### src/rtl/rcd_pkg.sv
// Constants, types and opcode table of the radio command decoder
package rcd_pkg;

    // Opcodes
    localparam logic [7:0] OP_REG_STORE = 8'h18;
    localparam logic [7:0] OP_REG_FETCH = 8'h19;
    localparam logic [7:0] OP_BUF_STORE = 8'h1a;
    localparam logic [7:0] OP_BUF_FETCH = 8'h1b;
    localparam logic [7:0] OP_LOW_POWER = 8'h84;
    localparam logic [7:0] OP_IDLE = 8'h80;
    localparam logic [7:0] OP_TRANSMIT = 8'h83;
    localparam logic [7:0] OP_RECEIVE = 8'h82;
    localparam logic [7:0] OP_CYCLIC = 8'h94;
    localparam logic [7:0] OP_KIND_WR = 8'h8a;
    localparam logic [7:0] OP_KIND_RD = 8'h03;
    localparam logic [7:0] OP_FREQ = 8'h86;
    localparam logic [7:0] OP_LEVEL = 8'h8e;
    localparam logic [7:0] OP_DETECT = 8'h88;
    localparam logic [7:0] OP_BUF_START = 8'h8f;
    localparam logic [7:0] OP_MOD = 8'h8b;
    localparam logic [7:0] OP_FRAME = 8'h8c;
    localparam logic [7:0] OP_RBUF_INFO = 8'h17;
    localparam logic [7:0] OP_ROUTING = 8'h8d;
    localparam logic [7:0] OP_FLAGS_RD = 8'h15;
    localparam logic [7:0] OP_CLEAR = 8'h97;
    localparam logic [7:0] OP_AUTO_SYNTH = 8'h9e;
    localparam logic [7:0] OP_ROLE = 8'ha3;
    localparam logic [7:0] OP_ENHANCED = 8'h9a;

    // Parameter byte counts
    localparam logic [3:0] PLEN_NONE = 4'h0;
    localparam logic [3:0] PLEN_ONE = 4'h1;
    localparam logic [3:0] PLEN_TWO = 4'h2;
    localparam logic [3:0] PLEN_THREE = 4'h3;
    localparam logic [3:0] PLEN_CYCLIC = 4'h6;
    localparam logic [3:0] PLEN_FRAME = 4'h7;
    localparam logic [3:0] PLEN_ROUTING = 4'h8;
    localparam logic [3:0] PLEN_UNKNOWN = 4'hf;

    // Option byte encodings
    localparam logic [7:0] OPT_OFF = 8'h00;
    localparam logic [7:0] OPT_ON = 8'h01;

    // Reset values
    localparam logic [7:0] RST_BYTE = 8'h00;
    localparam logic [15:0] RST_WORD = 16'h0000;

    // Response buffer depth
    localparam int RSP_DEPTH = 2;

    typedef enum logic [1:0] {
        PH_IDLE  = 2'b00,
        PH_PARAM = 2'b01,
        PH_DATA  = 2'b10,
        PH_SKIP  = 2'b11
    } rcd_phase_e;

    // Settings held for the radio core
    typedef struct packed {
        logic [7:0] low_power_cfg;
        logic [7:0] idle_cfg;
        logic [7:0] tx_step_size;
        logic [15:0] tx_step_count;
        logic [7:0] rx_step_size;
        logic [15:0] rx_step_count;
        logic [7:0] listen_step_size;
        logic [15:0] listen_step_count;
        logic [7:0] doze_step_size;
        logic [15:0] doze_step_count;
        logic [7:0] frame_kind;
        logic [23:0] carrier_freq_word;
        logic [7:0] output_power;
        logic [7:0] power_ramp_setting;
        logic [7:0] detect_symbol_count;
        logic [7:0] send_start_offset;
        logic [7:0] recv_start_offset;
        logic [23:0] mod_params;
        logic [55:0] frame_params;
        logic [15:0] event_enable_mask;
        logic [15:0] pin1_route_mask;
        logic [15:0] pin2_route_mask;
        logic [15:0] pin3_route_mask;
        logic auto_synth_hold;
        logic distance_initiator;
        logic enhanced_distance;
    } rcd_cfg_s;

    // One-cycle mode change requests
    typedef struct packed {
        logic enter_low_power;
        logic enter_idle;
        logic begin_transmit;
        logic begin_receive;
        logic cyclic_listen;
    } rcd_go_s;

    // Register space and data buffer access strobes
    typedef struct packed {
        logic sel_buf;
        logic [15:0] addr;
        logic [7:0] wdata;
        logic we;
        logic re;
    } rcd_mem_s;

    typedef struct packed {
        rcd_phase_e phase;
        logic [7:0] opcode;
        logic [3:0] cnt;
        logic [63:0] par;
        logic [7:0] idx;
        logic [15:0] cursor;
        rcd_mem_s mem;
        logic rd_wait;
        rcd_cfg_s cfg;
        rcd_go_s go;
        logic [15:0] flags;
        logic [2:0] pins;
    } rcd_state_s;

    typedef struct packed {
        logic [RSP_DEPTH-1:0][7:0] slot;
        logic wp;
        logic rp;
        logic [1:0] cnt;
    } rcd_fifo_s;

endpackage : rcd_pkg

### src/rtl/rcd_buf2.sv
// Two-entry response byte buffer with valid/ready on both sides
`timescale 1ns/1ps
`default_nettype none
module rcd_buf2
    import rcd_pkg::*;
(
    input wire logic core_clk, // Core clock
    input wire logic rstn, // Async reset, active low
    input wire logic in_valid, // Byte offered
    input wire logic [7:0] in_data, // Byte to store
    output logic in_ready, // Room for a byte
    output logic out_valid, // Byte available
    output logic [7:0] out_data, // Oldest byte
    input wire logic out_ready // Receiver takes byte
);
    rcd_fifo_s q_r;
    rcd_fifo_s q_nxt;
    logic push;
    logic pop;

    // Handshakes straight from the occupancy count
    assign in_ready = (q_r.cnt != 2'(RSP_DEPTH));
    assign out_valid = (q_r.cnt != 2'h0);
    assign out_data = q_r.slot[q_r.rp];
    assign push = in_valid & in_ready;
    assign pop = out_valid & out_ready;

    // Pointer and count update; full stalls the filler, nothing is dropped
    always_comb begin
        q_nxt = q_r;
        if (push) begin
            q_nxt.slot[q_r.wp] = in_data;
            q_nxt.wp = ~q_r.wp;
        end
        if (pop) begin
            q_nxt.rp = ~q_r.rp;
        end
        case ({push, pop})
            2'b10: q_nxt.cnt = q_r.cnt + 2'h1;
            2'b01: q_nxt.cnt = q_r.cnt - 2'h1;
            default: q_nxt.cnt = q_r.cnt;
        endcase
    end

    always_ff @(posedge core_clk or negedge rstn) begin
        if (!rstn) begin
            q_r <= '0;
        end else begin
            q_r <= q_nxt;
        end
    end
endmodule // rcd_buf2
`default_nettype wire

### src/rtl/rcd_decoder.sv
// Opcode decoder: parameter capture, settings, memory access, event flags
`timescale 1ns/1ps
`default_nettype none
module rcd_decoder
    import rcd_pkg::*;
(
    input wire logic core_clk, // Core clock, 250 MHz
    input wire logic rstn, // Async reset, active low
    input wire logic cmd_valid, // Host byte offered
    input wire logic cmd_first, // Byte opens a transaction
    input wire logic [7:0] cmd_data, // Host byte
    output logic cmd_ready, // Decoder takes the byte
    output logic rsp_valid, // Result byte available
    output logic [7:0] rsp_data, // Result byte
    input wire logic rsp_ready, // Host side takes result
    output rcd_mem_s mem_req, // Register/buffer access
    input wire logic [7:0] mem_rdata, // Read data, cycle after re
    input wire logic [15:0] evt_src, // Event pulses from radio core
    input wire logic [7:0] recv_payload_len, // Last received length
    input wire logic [7:0] recv_payload_start, // Last payload start offset
    output rcd_cfg_s cfg, // Held settings
    output rcd_go_s go, // Mode change pulses
    output logic [15:0] evt_flags, // Latched event flags
    output logic [2:0] evt_pin // Routed event pins
);
    rcd_state_s s_r;
    rcd_state_s s_nxt;
    logic accept;
    logic buf_in_ready;
    logic push;
    logic [7:0] push_data;
    logic commit;
    logic [63:0] pnew;
    logic [15:0] clr;
    logic [3:0] plen_in;
    logic [15:0] cursor_inc;

    // Parameter count per opcode; unknown opcodes are marked
    function automatic logic [3:0] plen_of(input logic [7:0] op);
        case (op)
            OP_REG_STORE, OP_REG_FETCH: plen_of = PLEN_TWO;
            OP_BUF_STORE, OP_BUF_FETCH: plen_of = PLEN_ONE;
            OP_LOW_POWER, OP_IDLE, OP_KIND_WR: plen_of = PLEN_ONE;
            OP_DETECT, OP_AUTO_SYNTH, OP_ROLE, OP_ENHANCED: plen_of = PLEN_ONE;
            OP_TRANSMIT, OP_RECEIVE: plen_of = PLEN_THREE;
            OP_CYCLIC: plen_of = PLEN_CYCLIC;
            OP_FREQ, OP_MOD: plen_of = PLEN_THREE;
            OP_LEVEL, OP_BUF_START, OP_CLEAR: plen_of = PLEN_TWO;
            OP_FRAME: plen_of = PLEN_FRAME;
            OP_ROUTING: plen_of = PLEN_ROUTING;
            OP_KIND_RD, OP_RBUF_INFO, OP_FLAGS_RD: plen_of = PLEN_NONE;
            default: plen_of = PLEN_UNKNOWN;
        endcase
    endfunction

    // Hold the host while a fetch is in flight, so the read byte always finds room
    assign cmd_ready = buf_in_ready & ~s_r.mem.re & ~s_r.rd_wait;
    assign accept = cmd_valid & cmd_ready;
    assign plen_in = plen_of(cmd_data);
    // Buffer offsets wrap inside the 256-byte buffer
    assign cursor_inc = s_r.mem.sel_buf ? {8'h00, 8'(s_r.cursor[7:0] + 8'h01)}
                                        : 16'(s_r.cursor + 16'h0001);

    // Next-state logic for the whole decoder
    always_comb begin
        s_nxt = s_r;
        s_nxt.go = '0;
        s_nxt.mem.we = 1'b0;
        s_nxt.mem.re = 1'b0;
        s_nxt.rd_wait = s_r.mem.re;
        push = 1'b0;
        push_data = RST_BYTE;
        commit = 1'b0;
        clr = RST_WORD;
        pnew = {s_r.par[55:0], cmd_data};
        // Fetched byte lands one cycle after the read strobe
        if (s_r.rd_wait) begin
            push = 1'b1;
            push_data = mem_rdata;
        end
        if (accept && cmd_first) begin
            // New opcode; anything half-collected is dropped
            s_nxt.opcode = cmd_data;
            s_nxt.cnt = 4'h0;
            s_nxt.par = '0;
            s_nxt.idx = 8'h00;
            if (plen_in == PLEN_UNKNOWN) begin
                s_nxt.phase = PH_SKIP;
            end else if (plen_in == PLEN_NONE) begin
                s_nxt.phase = PH_DATA;
            end else begin
                s_nxt.phase = PH_PARAM;
            end
        end else if (accept) begin
            case (s_r.phase)
                PH_PARAM: begin
                    s_nxt.par = pnew;
                    s_nxt.cnt = 4'(s_r.cnt + 4'h1);
                    if (4'(s_r.cnt + 4'h1) == plen_of(s_r.opcode)) begin
                        commit = 1'b1;
                        s_nxt.phase = PH_DATA;
                    end
                end
                PH_DATA: begin
                    s_nxt.idx = 8'(s_r.idx + 8'h01);
                    case (s_r.opcode)
                        OP_REG_STORE, OP_BUF_STORE: begin
                            s_nxt.mem.we = 1'b1;
                            s_nxt.mem.addr = s_r.cursor;
                            s_nxt.mem.wdata = cmd_data;
                            s_nxt.cursor = cursor_inc;
                        end
                        OP_REG_FETCH, OP_BUF_FETCH: begin
                            s_nxt.mem.re = 1'b1;
                            s_nxt.mem.addr = s_r.cursor;
                            s_nxt.cursor = cursor_inc;
                        end
                        OP_KIND_RD: begin
                            push = 1'b1;
                            push_data = (s_r.idx == 8'h00) ? s_r.cfg.frame_kind
                                                           : RST_BYTE;
                        end
                        OP_RBUF_INFO: begin
                            push = 1'b1;
                            case (s_r.idx)
                                8'h00: push_data = recv_payload_len;
                                8'h01: push_data = recv_payload_start;
                                default: push_data = RST_BYTE;
                            endcase
                        end
                        OP_FLAGS_RD: begin
                            push = 1'b1;
                            case (s_r.idx)
                                8'h00: push_data = s_r.flags[15:8];
                                8'h01: push_data = s_r.flags[7:0];
                                default: push_data = RST_BYTE;
                            endcase
                        end
                        default: begin
                            // Surplus bytes of a fixed command are ignored
                            s_nxt.idx = s_r.idx;
                        end
                    endcase
                end
                default: begin
                    // Idle or skipping an unknown opcode: no state changes
                    s_nxt.phase = s_r.phase;
                end
            endcase
        end
        // Apply a completed parameter list
        if (commit) begin
            case (s_r.opcode)
                OP_REG_STORE, OP_REG_FETCH: begin
                    s_nxt.cursor = pnew[15:0];
                    s_nxt.mem.sel_buf = 1'b0;
                end
                OP_BUF_STORE, OP_BUF_FETCH: begin
                    s_nxt.cursor = {8'h00, pnew[7:0]};
                    s_nxt.mem.sel_buf = 1'b1;
                end
                OP_LOW_POWER: begin
                    s_nxt.cfg.low_power_cfg = pnew[7:0];
                    s_nxt.go.enter_low_power = 1'b1;
                end
                OP_IDLE: begin
                    s_nxt.cfg.idle_cfg = pnew[7:0];
                    s_nxt.go.enter_idle = 1'b1;
                end
                OP_TRANSMIT: begin
                    s_nxt.cfg.tx_step_size = pnew[23:16];
                    s_nxt.cfg.tx_step_count = pnew[15:0];
                    s_nxt.go.begin_transmit = 1'b1;
                end
                OP_RECEIVE: begin
                    s_nxt.cfg.rx_step_size = pnew[23:16];
                    s_nxt.cfg.rx_step_count = pnew[15:0];
                    s_nxt.go.begin_receive = 1'b1;
                end
                OP_CYCLIC: begin
                    s_nxt.cfg.listen_step_size = pnew[47:40];
                    s_nxt.cfg.listen_step_count = pnew[39:24];
                    s_nxt.cfg.doze_step_size = pnew[23:16];
                    s_nxt.cfg.doze_step_count = pnew[15:0];
                    s_nxt.go.cyclic_listen = 1'b1;
                end
                OP_KIND_WR: s_nxt.cfg.frame_kind = pnew[7:0];
                OP_FREQ: s_nxt.cfg.carrier_freq_word = pnew[23:0];
                OP_LEVEL: begin
                    s_nxt.cfg.output_power = pnew[15:8];
                    s_nxt.cfg.power_ramp_setting = pnew[7:0];
                end
                OP_DETECT: s_nxt.cfg.detect_symbol_count = pnew[7:0];
                OP_BUF_START: begin
                    s_nxt.cfg.send_start_offset = pnew[15:8];
                    s_nxt.cfg.recv_start_offset = pnew[7:0];
                end
                OP_MOD: s_nxt.cfg.mod_params = pnew[23:0];
                OP_FRAME: s_nxt.cfg.frame_params = pnew[55:0];
                OP_ROUTING: begin
                    s_nxt.cfg.event_enable_mask = pnew[63:48];
                    s_nxt.cfg.pin1_route_mask = pnew[47:32];
                    s_nxt.cfg.pin2_route_mask = pnew[31:16];
                    s_nxt.cfg.pin3_route_mask = pnew[15:0];
                end
                OP_CLEAR: clr = pnew[15:0];
                // Option bytes other than the two legal codes keep the old setting
                OP_AUTO_SYNTH: begin
                    if (pnew[7:0] == OPT_ON || pnew[7:0] == OPT_OFF) begin
                        s_nxt.cfg.auto_synth_hold = (pnew[7:0] == OPT_ON);
                    end
                end
                OP_ROLE: begin
                    if (pnew[7:0] == OPT_ON || pnew[7:0] == OPT_OFF) begin
                        s_nxt.cfg.distance_initiator = (pnew[7:0] == OPT_ON);
                    end
                end
                OP_ENHANCED: begin
                    if (pnew[7:0] == OPT_ON || pnew[7:0] == OPT_OFF) begin
                        s_nxt.cfg.enhanced_distance = (pnew[7:0] == OPT_ON);
                    end
                end
                default: s_nxt.cfg = s_r.cfg;
            endcase
        end
        // Enabled events set flags; a set in the clearing cycle survives
        s_nxt.flags = (s_r.flags & ~clr) | (evt_src & s_r.cfg.event_enable_mask);
        // Pins follow the new flags and masks in the same cycle they land
        s_nxt.pins[0] = |(s_nxt.flags & s_nxt.cfg.event_enable_mask
                          & s_nxt.cfg.pin1_route_mask);
        s_nxt.pins[1] = |(s_nxt.flags & s_nxt.cfg.event_enable_mask
                          & s_nxt.cfg.pin2_route_mask);
        s_nxt.pins[2] = |(s_nxt.flags & s_nxt.cfg.event_enable_mask
                          & s_nxt.cfg.pin3_route_mask);
    end

    // State register
    always_ff @(posedge core_clk or negedge rstn) begin
        if (!rstn) begin
            s_r <= '0;
        end else begin
            s_r <= s_nxt;
        end
    end

    // Result bytes pass a small buffer so a stalled host loses nothing
    rcd_buf2 u_rsp (
        .core_clk(core_clk),
        .rstn(rstn),
        .in_valid(push),
        .in_data(push_data),
        .in_ready(buf_in_ready),
        .out_valid(rsp_valid),
        .out_data(rsp_data),
        .out_ready(rsp_ready)
    );

    assign mem_req = s_r.mem;
    assign cfg = s_r.cfg;
    assign go = s_r.go;
    assign evt_flags = s_r.flags;
    assign evt_pin = s_r.pins;
endmodule // rcd_decoder
`default_nettype wire

### config.mk
export PLATFORM = sky130hd
export DESIGN_NAME = rcd_decoder
export DESIGN_NICKNAME = d
export VERILOG_FILES = /design/src/rtl/rcd_pkg.sv /design/src/rtl/rcd_buf2.sv /design/src/rtl/rcd_decoder.sv
export SDC_FILE = /design/constraint.sdc
export NUM_CORES = 1
export LEC_CHECK = 0
export ABC_AREA = 1
export BUFFER_PORTS_ARGS = -buffer_cell sky130_fd_sc_hd__buf_2
export CAP_MARGIN = 20
export CORE_ASPECT_RATIO = 0.75
export CORE_MARGIN = 4
export CORE_UTILIZATION = 50
export CTS_CLUSTER_SIZE = 25
export DETAILED_ROUTE_END_ITERATION = 7
export GPL_TIMING_DRIVEN = 0
export PLACE_DENSITY_LB_ADDON = 0.08
export SLEW_MARGIN = 20
export SYNTH_ARGS = -nofsm -noshare
export SYNTH_HDL_FRONTEND = slang
export SYNTH_SLANG_ARGS = --single-unit
### constraint.sdc
create_clock -name core_clk -period 2.84 [get_ports core_clk]
set_input_delay 0.142 -clock core_clk [delete_from_list [all_inputs] [get_ports core_clk]]
set_output_delay 0.142 -clock core_clk [all_outputs]
set_load 0.01 [all_outputs]
; ---- Word-level counts from Yosys, hierarchy flattened
; Cells that the tools add are included.
[word_totals]
ff_bits = 497
input_bits = 53
output_inout_bits = 392
[op_classes]
add_sub_neg = 6
n_lt_le_gt_ge = 3
n_eq_ne = 57
mux = 64
bitwise_logic = 18
n_reduce_logical = 52
[op_table]
columns = op, n
row1 = $eq A8 B8 Y1 const B, 34
row2 = $and A16 B16 Y16, 6
row3 = $eq A8 B5 Y1 const B, 12
row4 = $mux W92, 1
row5 = $mux W16, 5
row6 = $mux W76, 1
row7 = $mux W72, 1
row8 = $mux W8, 9
row9 = $mux W68, 1
row10 = $mux W64, 1
row11 = $pmux W4 S7, 2
row12 = $reduce_or A16 Y1, 3
row13 = $pmux W17 S2, 1
row14 = $pmux W8 S2, 2
row15 = $reduce_and A2 Y1, 14
row16 = $mux W24, 1
row17 = $pmux W8 S3, 1
row18 = $mux W1, 22
row19 = $mux W2, 9
row20 = $reduce_or A9 Y1, 2
row21 = $mux W17, 1
row22 = $add A16 B1 Y16 const B, 1
row23 = $add A8 B1 Y8 const B, 2
row24 = $bwmux W16, 1
row25 = other kinds (31), 67

; ---- Logic depth before layout (Yosys ltp)
; Gate-level depths: netlist (run 1).
[logic_depth]
depth_word = 18
mapped_depth = 25
depth_no_buf = 23

; ---- Cells and area by module
; Synthesis (run 1) repeated with hierarchy kept, for this count alone.
[hier_totals]
hier_cells = 2709
hier_area_um2 = 23633.9
[modules_own_cells]
columns = mod, n_inst, cells_per_inst, area_per_inst_um2
row1 = rcd_decoder, 1, 2585, 22626.7
row2 = rcd_buf2, 1, 124, 1007.2

; ---- Least setup slack after synthesis (run 1)
; No wires, ideal clock.
[synth_path]
path_type = reg2reg
from = reg s_r[479] (netlist name)
to = reg s_r (netlist bit evt_pin[2])
setup_ns = 0.119
arrival_ns = 2.536
t_required_ns = 2.721
path_slack_ns = 0.186
path_stages_with_launch = 23
n_path_buf = 4
synth_period_minus_slack_ns = 2.654
cell_sequence = dfrtp_1 -> inv_1 -> nand2_1 -> nor2_1 -> buf_2 -> nand3_1 -> nand2_1 -> inv_2 -> nand3_1 -> nand3_1 -> nand2_1 -> nand2_1 -> nor2_1 -> buf_4 -> nand4_4 -> buf_6 -> buf_4 -> o21ai_1 -> nor2_1 -> nor2_1 -> nand2_1 -> nor2_1 -> nand2_1
[synth_lines]
columns = element, line
row1 = start: declaration, rcd_decoder.sv:26  ; rcd_state_s s_r;
row2 = start signal: assignment, rcd_decoder.sv:242  ; s_r <= s_nxt;

==> results of run 1 <==
-- layout by cell type, fill, tap and decap left out, types with 67 or more instances in the layout --
master	instances
dfrtp_1	491
nand2_1	538
nand3_1	109
buf_4	446
inv_1	185
o21ai_1	67
buf_2	445
o21ai_0	304
nor2_1	68
-- state kept, by name, summed over array words and instances, names as in the netlist --
register   flops
go             5
pnew          56
mem_req       27
u_rsp.q_r     20
evt_flags     16
s_r           39
evt_pin        3
cfg          331
-- critical path: stages, from the launching register on --
cell,delay (ns)
dfrtp_2,0.48
buf_12,0.16
nand2_8,0.08
buf_4,0.12
nor2_4,0.03
nand2_1,0.08
nand3_2,0.10
nor2_1,0.21
nand3_1,0.12
nand2_2,0.09
nand2_2,0.07
nor2_4,0.13
buf_6,0.14
nand4_4,0.10
buf_12,0.18
buf_8,0.15
buf_12,0.14
o21ai_2,0.13
nor2_1,0.06
nor2_1,0.14
nand2_1,0.11
nor2_1,0.11
nand2_1,0.08
-- stage by stage --
| stage | total power (uW) | setup slack, ns | utilization (%) | hold slack [ns] | setup TNS (ns) |
|---|---|---|---|---|---|
| 2_1_floorplan | 9040 | 0.186 | - | -0.154 | 0 |
| 4_1_cts | 17900 | -0.159 | 64.7 | 0.102 | -3.40 |
| 3_3_place_gp | 10100 | -8.47 | 56.9 | 0.433 | -4393.00 |
| 3_5_place_dp | 10200 | -0.984 | 57.3 | 0.197 | -239.93 |
| 5_1_grt | 18800 | -0.416 | 66.1 | 0.105 | -48.45 |
| 6_report | 18200 | -0.307 | 66.1 | 0.0927 | -17.92 |
-- power breakdown --
part | internal [uW] | leakage (uW) | switching, uW
clock network | 4220 | 0.000854 | 2930
registers | 7380 | 0.00681 | 313
logic | 1160 | 0.00867 | 2180
-- path summary, 6_finish.rpt --
kind	from	end	slack (ns)	depth (start not counted)
min in group asynchronous	rstn	cfg[169]	0.14	2
worst min register to register	mem_req[0]	s_r[355]	0.48	0
worst max-delay path	s_r[477]	evt_pin[2]	-0.31	22
worst min-delay path	cmd_valid	s_r[471]	0.09	5
worst max register to register	s_r[477]	evt_pin[2]	-0.31	22
max in group asynchronous	rstn	pnew[33]	0.94	5
-- repair_timing --
action | in CTS | in global routing
setup buffers | 45 | 21
gates cloned | 8 | 4
gates resized for setup | 320 | 114
hold buffers | 31 | 0
hold endpoints to repair | 127 | 0
endpoints found under the setup margin | 414 | 355
pin swaps | 36 | 33
-- final cells by class --
cell class	count	area (um2)
timing repair buffer	559	3540
clock buffer	69	1410
inverter	208	802
multi-input combinational	1414	7330
buffer	500	3740
fill	3824	15600
tap	595	744
antenna	1	2.50
sequential	497	12400
clock inverter	22	349
-- synthesized netlist by cell type, types with 3 or more instances --
cell type and n:
nor2_2 5, nand3_1 126, buf_4 390, mux2i_1 3
ha_1 6, o21ai_1 18, mux2_2 7, buf_2 13
nor2_1 94, o21ai_0 369, o32ai_1 4, nor3_1 17
a22o_1 4, inv_1 196, dfrtp_1 497, nor4_1 7
o221ai_1 5, nand2_1 614, a21oi_1 17, inv_2 8
clkinv_1 4, o22ai_1 60, xnor2_1 3, nand4_1 25
clkbuf_1 89, buf_1 10, xor2_1 10
-- cells by family (layout without fill, tap and decap cells) --
kind of cell	count (synthesis)	in the layout
AO/OA/AOI/OAI	486	486
XOR/XNOR	13	13
adder cells (fa/ha/maj)	6	6
buffers and inverters	712	1358
flip-flops	497	497
multiplexers	10	10
other	0	1
AND/OR/NAND/NOR	899	899
-- routing by layer --
| layer | part of all wire, % | track usage, % | vias up |
|---|---|---|---|
| met5 | 0 | 0 | - |
| met1 | 43 | 46.3 | 10300 |
| met4 | 2.7 | 8.16 | 0 |
| met2 | 46 | 50.0 | 935 |
| li1 | - | - | 9351 |
| met3 | 9.3 | 7.32 | 152 |
==> flow_metrics.py, run 1 <==
metrics = {
    "sta": {
        "max_freq_mhz": 318,
        "worst_slack_ns": -0.307,
        "layout_worst_path_cycle_share_pct": 111,
        "rsz0062_at_grt": "yes",
        "timing.slew.headroom_pct": 21.2,
        "clock-skew-final_ns": 0.0309,
        "setup_viol": 223,
        "max_slew.worst_pin.slew_ns": 1.18,
        "timing.final.hold_violations": 0,
        "timing.final.crit_period_ns": 3.15,
        "slew_viol_final": 0,
    },
    "route": {
        "routedWlPerCell_um": 21.7,
        "viasPerCell": 5.36,
        "drt-initial-drc-count": 2201,
        "num_vias": 20700,
        "detail-route-antenna-nets": 0,
        "totalWireLength_um": 83700,
        "drc": 0,
        "firstDrtPassIters": 7,
    },
    "logic_synthesis": {
        "synth-compound-area-share_pct": 11.1,
        "synth-main-ff-cell": "dfrtp_1",
        "ys_top_cells_by_area": "dfrtp_1, buf_4, nand2_1",
        "synth.lib_cells_used.distinct": 44,
        "yosys.area.top_type": "dfrtp_1",
        "synth_nets": 2682,
        "synth_top_family_by_area": "buffers and inverters",
        "synth_async_sr_flop_share_pct": 100,
        "synth-seq-area-share_pct": 53.6,
        "synthMuxAreaShare_pct": 0.469,
        "cells_after_synthesis": 2623,
        "synth_edf_count": 0,
        "area_share_of_and_or_nand_nor_cells_after_synthesis_pct": 16.0,
        "synth_area_um2": 23200,
        "synth-adder-area-share_pct": 0.323,
        "post_synthesis_sequential_element_count": 497,
        "avgSynthCellArea_um2": 8.85,
        "ys.warnings.count": 0,
        "netlist.area_leader.share_pct": 53.6,
        "synth_xor_xnor_area_share_pct": 0.491,
    },
    "grt": {
        "grt_max_degree": 98,
        "grt_use_total_pct": 32.2,
        "first_global_vias": 20100,
        "antenna_found_initial": 1,
        "globalRoute.totalOverflow": 0,
        "grt_first_pass_wirelength_um": 123000,
    },
    "outcome": {
        "failed_checks": "negative setup slack",
        "status": "finished with violations",
    },
    "setup_path": {
        "worst_ep_required_time_ns": 3.29,
        "critical_path_peak_fanout": 9,
        "timing_worst_setup_path_type": "reg2reg",
        "end_kind": "flip-flop",
        "setup.worst_path.start_class": "flip-flop",
        "crit_arrival_ns": 3.60,
    },
    "placed_design": {
        "port_buffers": 442,
        "globalplace.congestion": 0.944,
        "place_inst": 3667,
        "post_dp_cell_area_um2": 26300,
        "hpwlAfterDp_um": 59400,
    },
    "die": {
        "floorplan.io_pins": 445,
        "floorplan.die_area_um2": 50000,
        "placeableCoreArea_um2": 45900,
        "die_height_um": 195,
        "rows": 68,
        "die_width_um": 257,
        "floorplan.initialDensity_pct": 50.5,
    },
    "power": {
        "power.density_cell_area_nw_per_um2": 599,
        "vdd_ir_drop_max_mv": 0.471,
        "static-leakage-power_uw": 0.0163,
    },
    "job": {
        "cap_viol_max_count": 0,
    },
    "clocking": {
        "clock_tree.htree_level_count": 2,
        "numCtsBuffers": 50,
        "clk-insertion-delay-late_ns": 0.60,
        "tritoncts_clock_tree": "built",
        "num_clock_sinks": 497,
        "clk_pin_slew_worst_paths_ns": 0.07,
        "ctsLongestPathBuffers": 3,
        "clockRootBuffer": "clkbuf_16",
    },
    "min_path": {
        "hold_path_class": "in2reg",
    },
    "cells_and_area": {
        "num-nets-final": 3289,
        "instances_no_fill": 3865,
        "final_area_um2": 30400,
        "area_growth_pct": 30.8,
        "drive_above_1_share_pct": 38.0,
    },
}
Note: power is estimated with default switching activity, not from simulation.
==> run 2, diff against run 1 <==
ABC_CLOCK_PERIOD_IN_PS = 2840   (was not set)
SETUP_SLACK_MARGIN = 0.3   (was not set)
==> run 2 against run 1 <==
  * The flow still finishes with violations (negative setup slack)
  * Die area unchanged
  * Core utilization increased by 2.8 points
  * Global-route usage increased by 1.2 points
  * Cell count increased by 1.3%
  * Combinational power about the same
  * Non-clock buffer count increased by 48
  * Clock power increased by 4.1%
  * Count of clock-buffer cells in the layout increased by 4
  * Largest cell class unchanged
  * Largest power group unchanged
  * Highest routed layer is now met5
==> flow_metrics.py, run 2 (synthesis results as in run 1) <==
metrics = {
    "power": {
        "vdd_ir_drop_max_mv": 0.492,
        "static-leakage-power_uw": 0.0168,
        "power.density_cell_area_nw_per_um2": 582,
    },
    "sta": {
        "timing.slew.headroom_pct": 19.9,
        "slew_viol_final": 0,
        "timing.final.crit_period_ns": 3.15,
        "worst_slack_ns": -0.311,
        "max_freq_mhz": 317,
        "layout_worst_path_cycle_share_pct": 111,
        "timing.final.hold_violations": 0,
        "setup_viol": 237,
        "total_neg_setup_slack_ns": -30.24,
        "max_slew.worst_pin.slew_ns": 1.20,
        "clock-skew-final_ns": 0.0138,
        "rsz0062_at_grt": "yes",
    },
    "setup_path": {
        "critical_path_peak_fanout": 8,
        "setup.worst_path.start_class": "flip-flop",
        "worst_ep_required_time_ns": 3.32,
        "critPathMostFrequentCell": "nand2_1",
        "worst_path_max_delay_cell": "dfrtp_2",
        "cp_cell_sequence": "buf_4, nand2_4, buf_4, nor2_4, nand2_1, nand3_2, nor2_4, nand3_2, nand4_1, nand2_1, nor2_4, buf_6, nand3_4, buf_8, o21ai_1, nand2_1, nand2_1, nor2_1, nor2_1, nand2_2, nor2_2, nand2_1",
        "end_kind": "flip-flop",
        "critPathMaxStageDelay_ns": 0.44,
        "crit_arrival_ns": 3.63,
        "timing_worst_setup_path_type": "reg2reg",
    },
    "grt": {
        "antenna_found_initial": 3,
        "grt_use_total_pct": 33.4,
        "grt_first_pass_wirelength_um": 128000,
        "first_global_vias": 20800,
        "globalRoute.totalOverflow": 0,
        "grt_max_degree": 104,
    },
    "min_path": {
        "hold_path_class": "in2async",
    },
    "cells_and_area": {
        "layout_common_cells": "dfrtp_1, nand2_1, buf_4",
        "num-nets-final": 3338,
        "multi_input_area_um2": 7650,
        "drive_above_1_share_pct": 41.7,
        "seq_area_um2": 12400,
        "fillers": 3686,
        "largest_register_ffs": 331,
        "area_growth_pct": 36.3,
        "leading_cell_type_in_the_layout_fill_and_taps_excluded": "dfrtp_1",
    },
    "die": {
        "die_height_um": 195,
        "die_width_um": 257,
        "rows": 68,
        "floorplan.die_area_um2": 50000,
        "floorplan.initialDensity_pct": 50.5,
        "floorplan.io_pins": 445,
        "placeableCoreArea_um2": 45900,
    },
    "placed_design": {
        "detailedPlace.worstSlack_ns": -0.979,
        "globalplace.congestion": 0.937,
        "port_buffers": 442,
        "hpwlAfterDp_um": 59200,
    },
    "clocking": {
        "clockRootBuffer": "clkbuf_16",
        "clk-insertion-delay-late_ns": 0.59,
        "num_clock_sinks": 497,
        "ctsLongestPathBuffers": 3,
        "numCtsBuffers": 51,
        "tritoncts_clock_tree": "built",
        "clock_tree.htree_level_count": 2,
        "clk_pin_slew_worst_paths_ns": 0.06,
    },
    "route": {
        "num_vias": 20900,
        "viasPerCell": 5.35,
        "detail-route-antenna-nets": 0,
        "firstDrtPassIters": 6,
        "totalWireLength_um": 85600,
        "drc": 0,
        "routedWlPerCell_um": 21.9,
        "drt-initial-drc-count": 2194,
    },
    "outcome": {
        "failed_checks": "negative setup slack",
        "status": "finished with violations",
    },
    "job": {
        "cap_viol_max_count": 0,
    },
}
==> run 2: path summary, 6_finish.rpt <==
| kind | startpoint | endpoint | slack, ns | cells past startpoint |
|---|---|---|---|---|
| min in group core_clk | cmd_data[3] | s_r[478] | 0.11 | 3 |
| max | s_r[477] | evt_pin[2] | -0.31 | 22 |
| max reg2reg | s_r[477] | evt_pin[2] | -0.31 | 22 |
| max in group asynchronous | rstn | go[0] | 1.37 | 4 |
| min | rstn | cfg[171] | 0.08 | 2 |
| min reg2reg | mem_req[14] | mem_req[14] | 0.47 | 2 |
==> run 2: routing by layer <==
| layer | global-route usage [%] | share of wire (%) | vias up |
|---|---|---|---|
| met2 | 52.5 | 45 | 939 |
| li1 | - | - | 9449 |
| met4 | 8.46 | 2.8 | 2 |
| met1 | 48.4 | 43 | 10400 |
| met5 | 0 | 0.012 | - |
| met3 | 6.51 | 9.1 | 156 |
==> run 2: layout make-up <==
cell class	count	area share [%]
Timing Repair Buffer	603	12.8
Clock inverter	19	1.09
Tap cell	595	2.35
Inverter	208	2.56
Sequential cell	497	39.3
Clock buffer	73	4.77
Antenna cell	1	0.00791
Buffer	504	12.9
Multi-Input combinational cell	1414	24.2
==> run 2: stage by stage <==
stage | power [uW] | utilization, % | cells | instance area, um2 | hold slack (ns)
floorplan | 9090 | - | 2623 | 23300 | -0.154
global placement | 10100 | 57.1 | 3660 | 26200 | 0.428
detailed placement | 10200 | 57.5 | 3667 | 26400 | 0.107
CTS | 18200 | 68.4 | 3905 | 31400 | 0.0790
global route | 19000 | 68.8 | 3913 | 31600 | 0.107
finish | 18400 | 68.8 | 3914 | 31600 | 0.0767
==> run 2: worst max-delay path, delay by kind of cell (launching register included) <==
family | cells | cell delay [ns]
AND/OR/NAND/NOR | 17 | 1.88
buffers and inverters | 4 | 0.59
flip-flops | 1 | 0.44
AO/OA/AOI/OAI | 1 | 0.11
==> run 2: power breakdown <==
group,total (uW),switching (uW),leakage (uW),internal (uW)
clock,7430,2920,0.000910,4510
combinational,3310,2170,0.00907,1140
sequential,7660,279,0.00681,7380
==> run 2: what timing repair did <==
action / 4_1_cts / 5_1_grt
hold endpoints to repair: 201 / 0
gates resized for setup: 654 / 60
pin swaps: 64 / 25
setup endpoints to repair: 479 / 415
hold buffers: 31 / 0
cloned: 23 / 0
setup buffers: 92 / 8
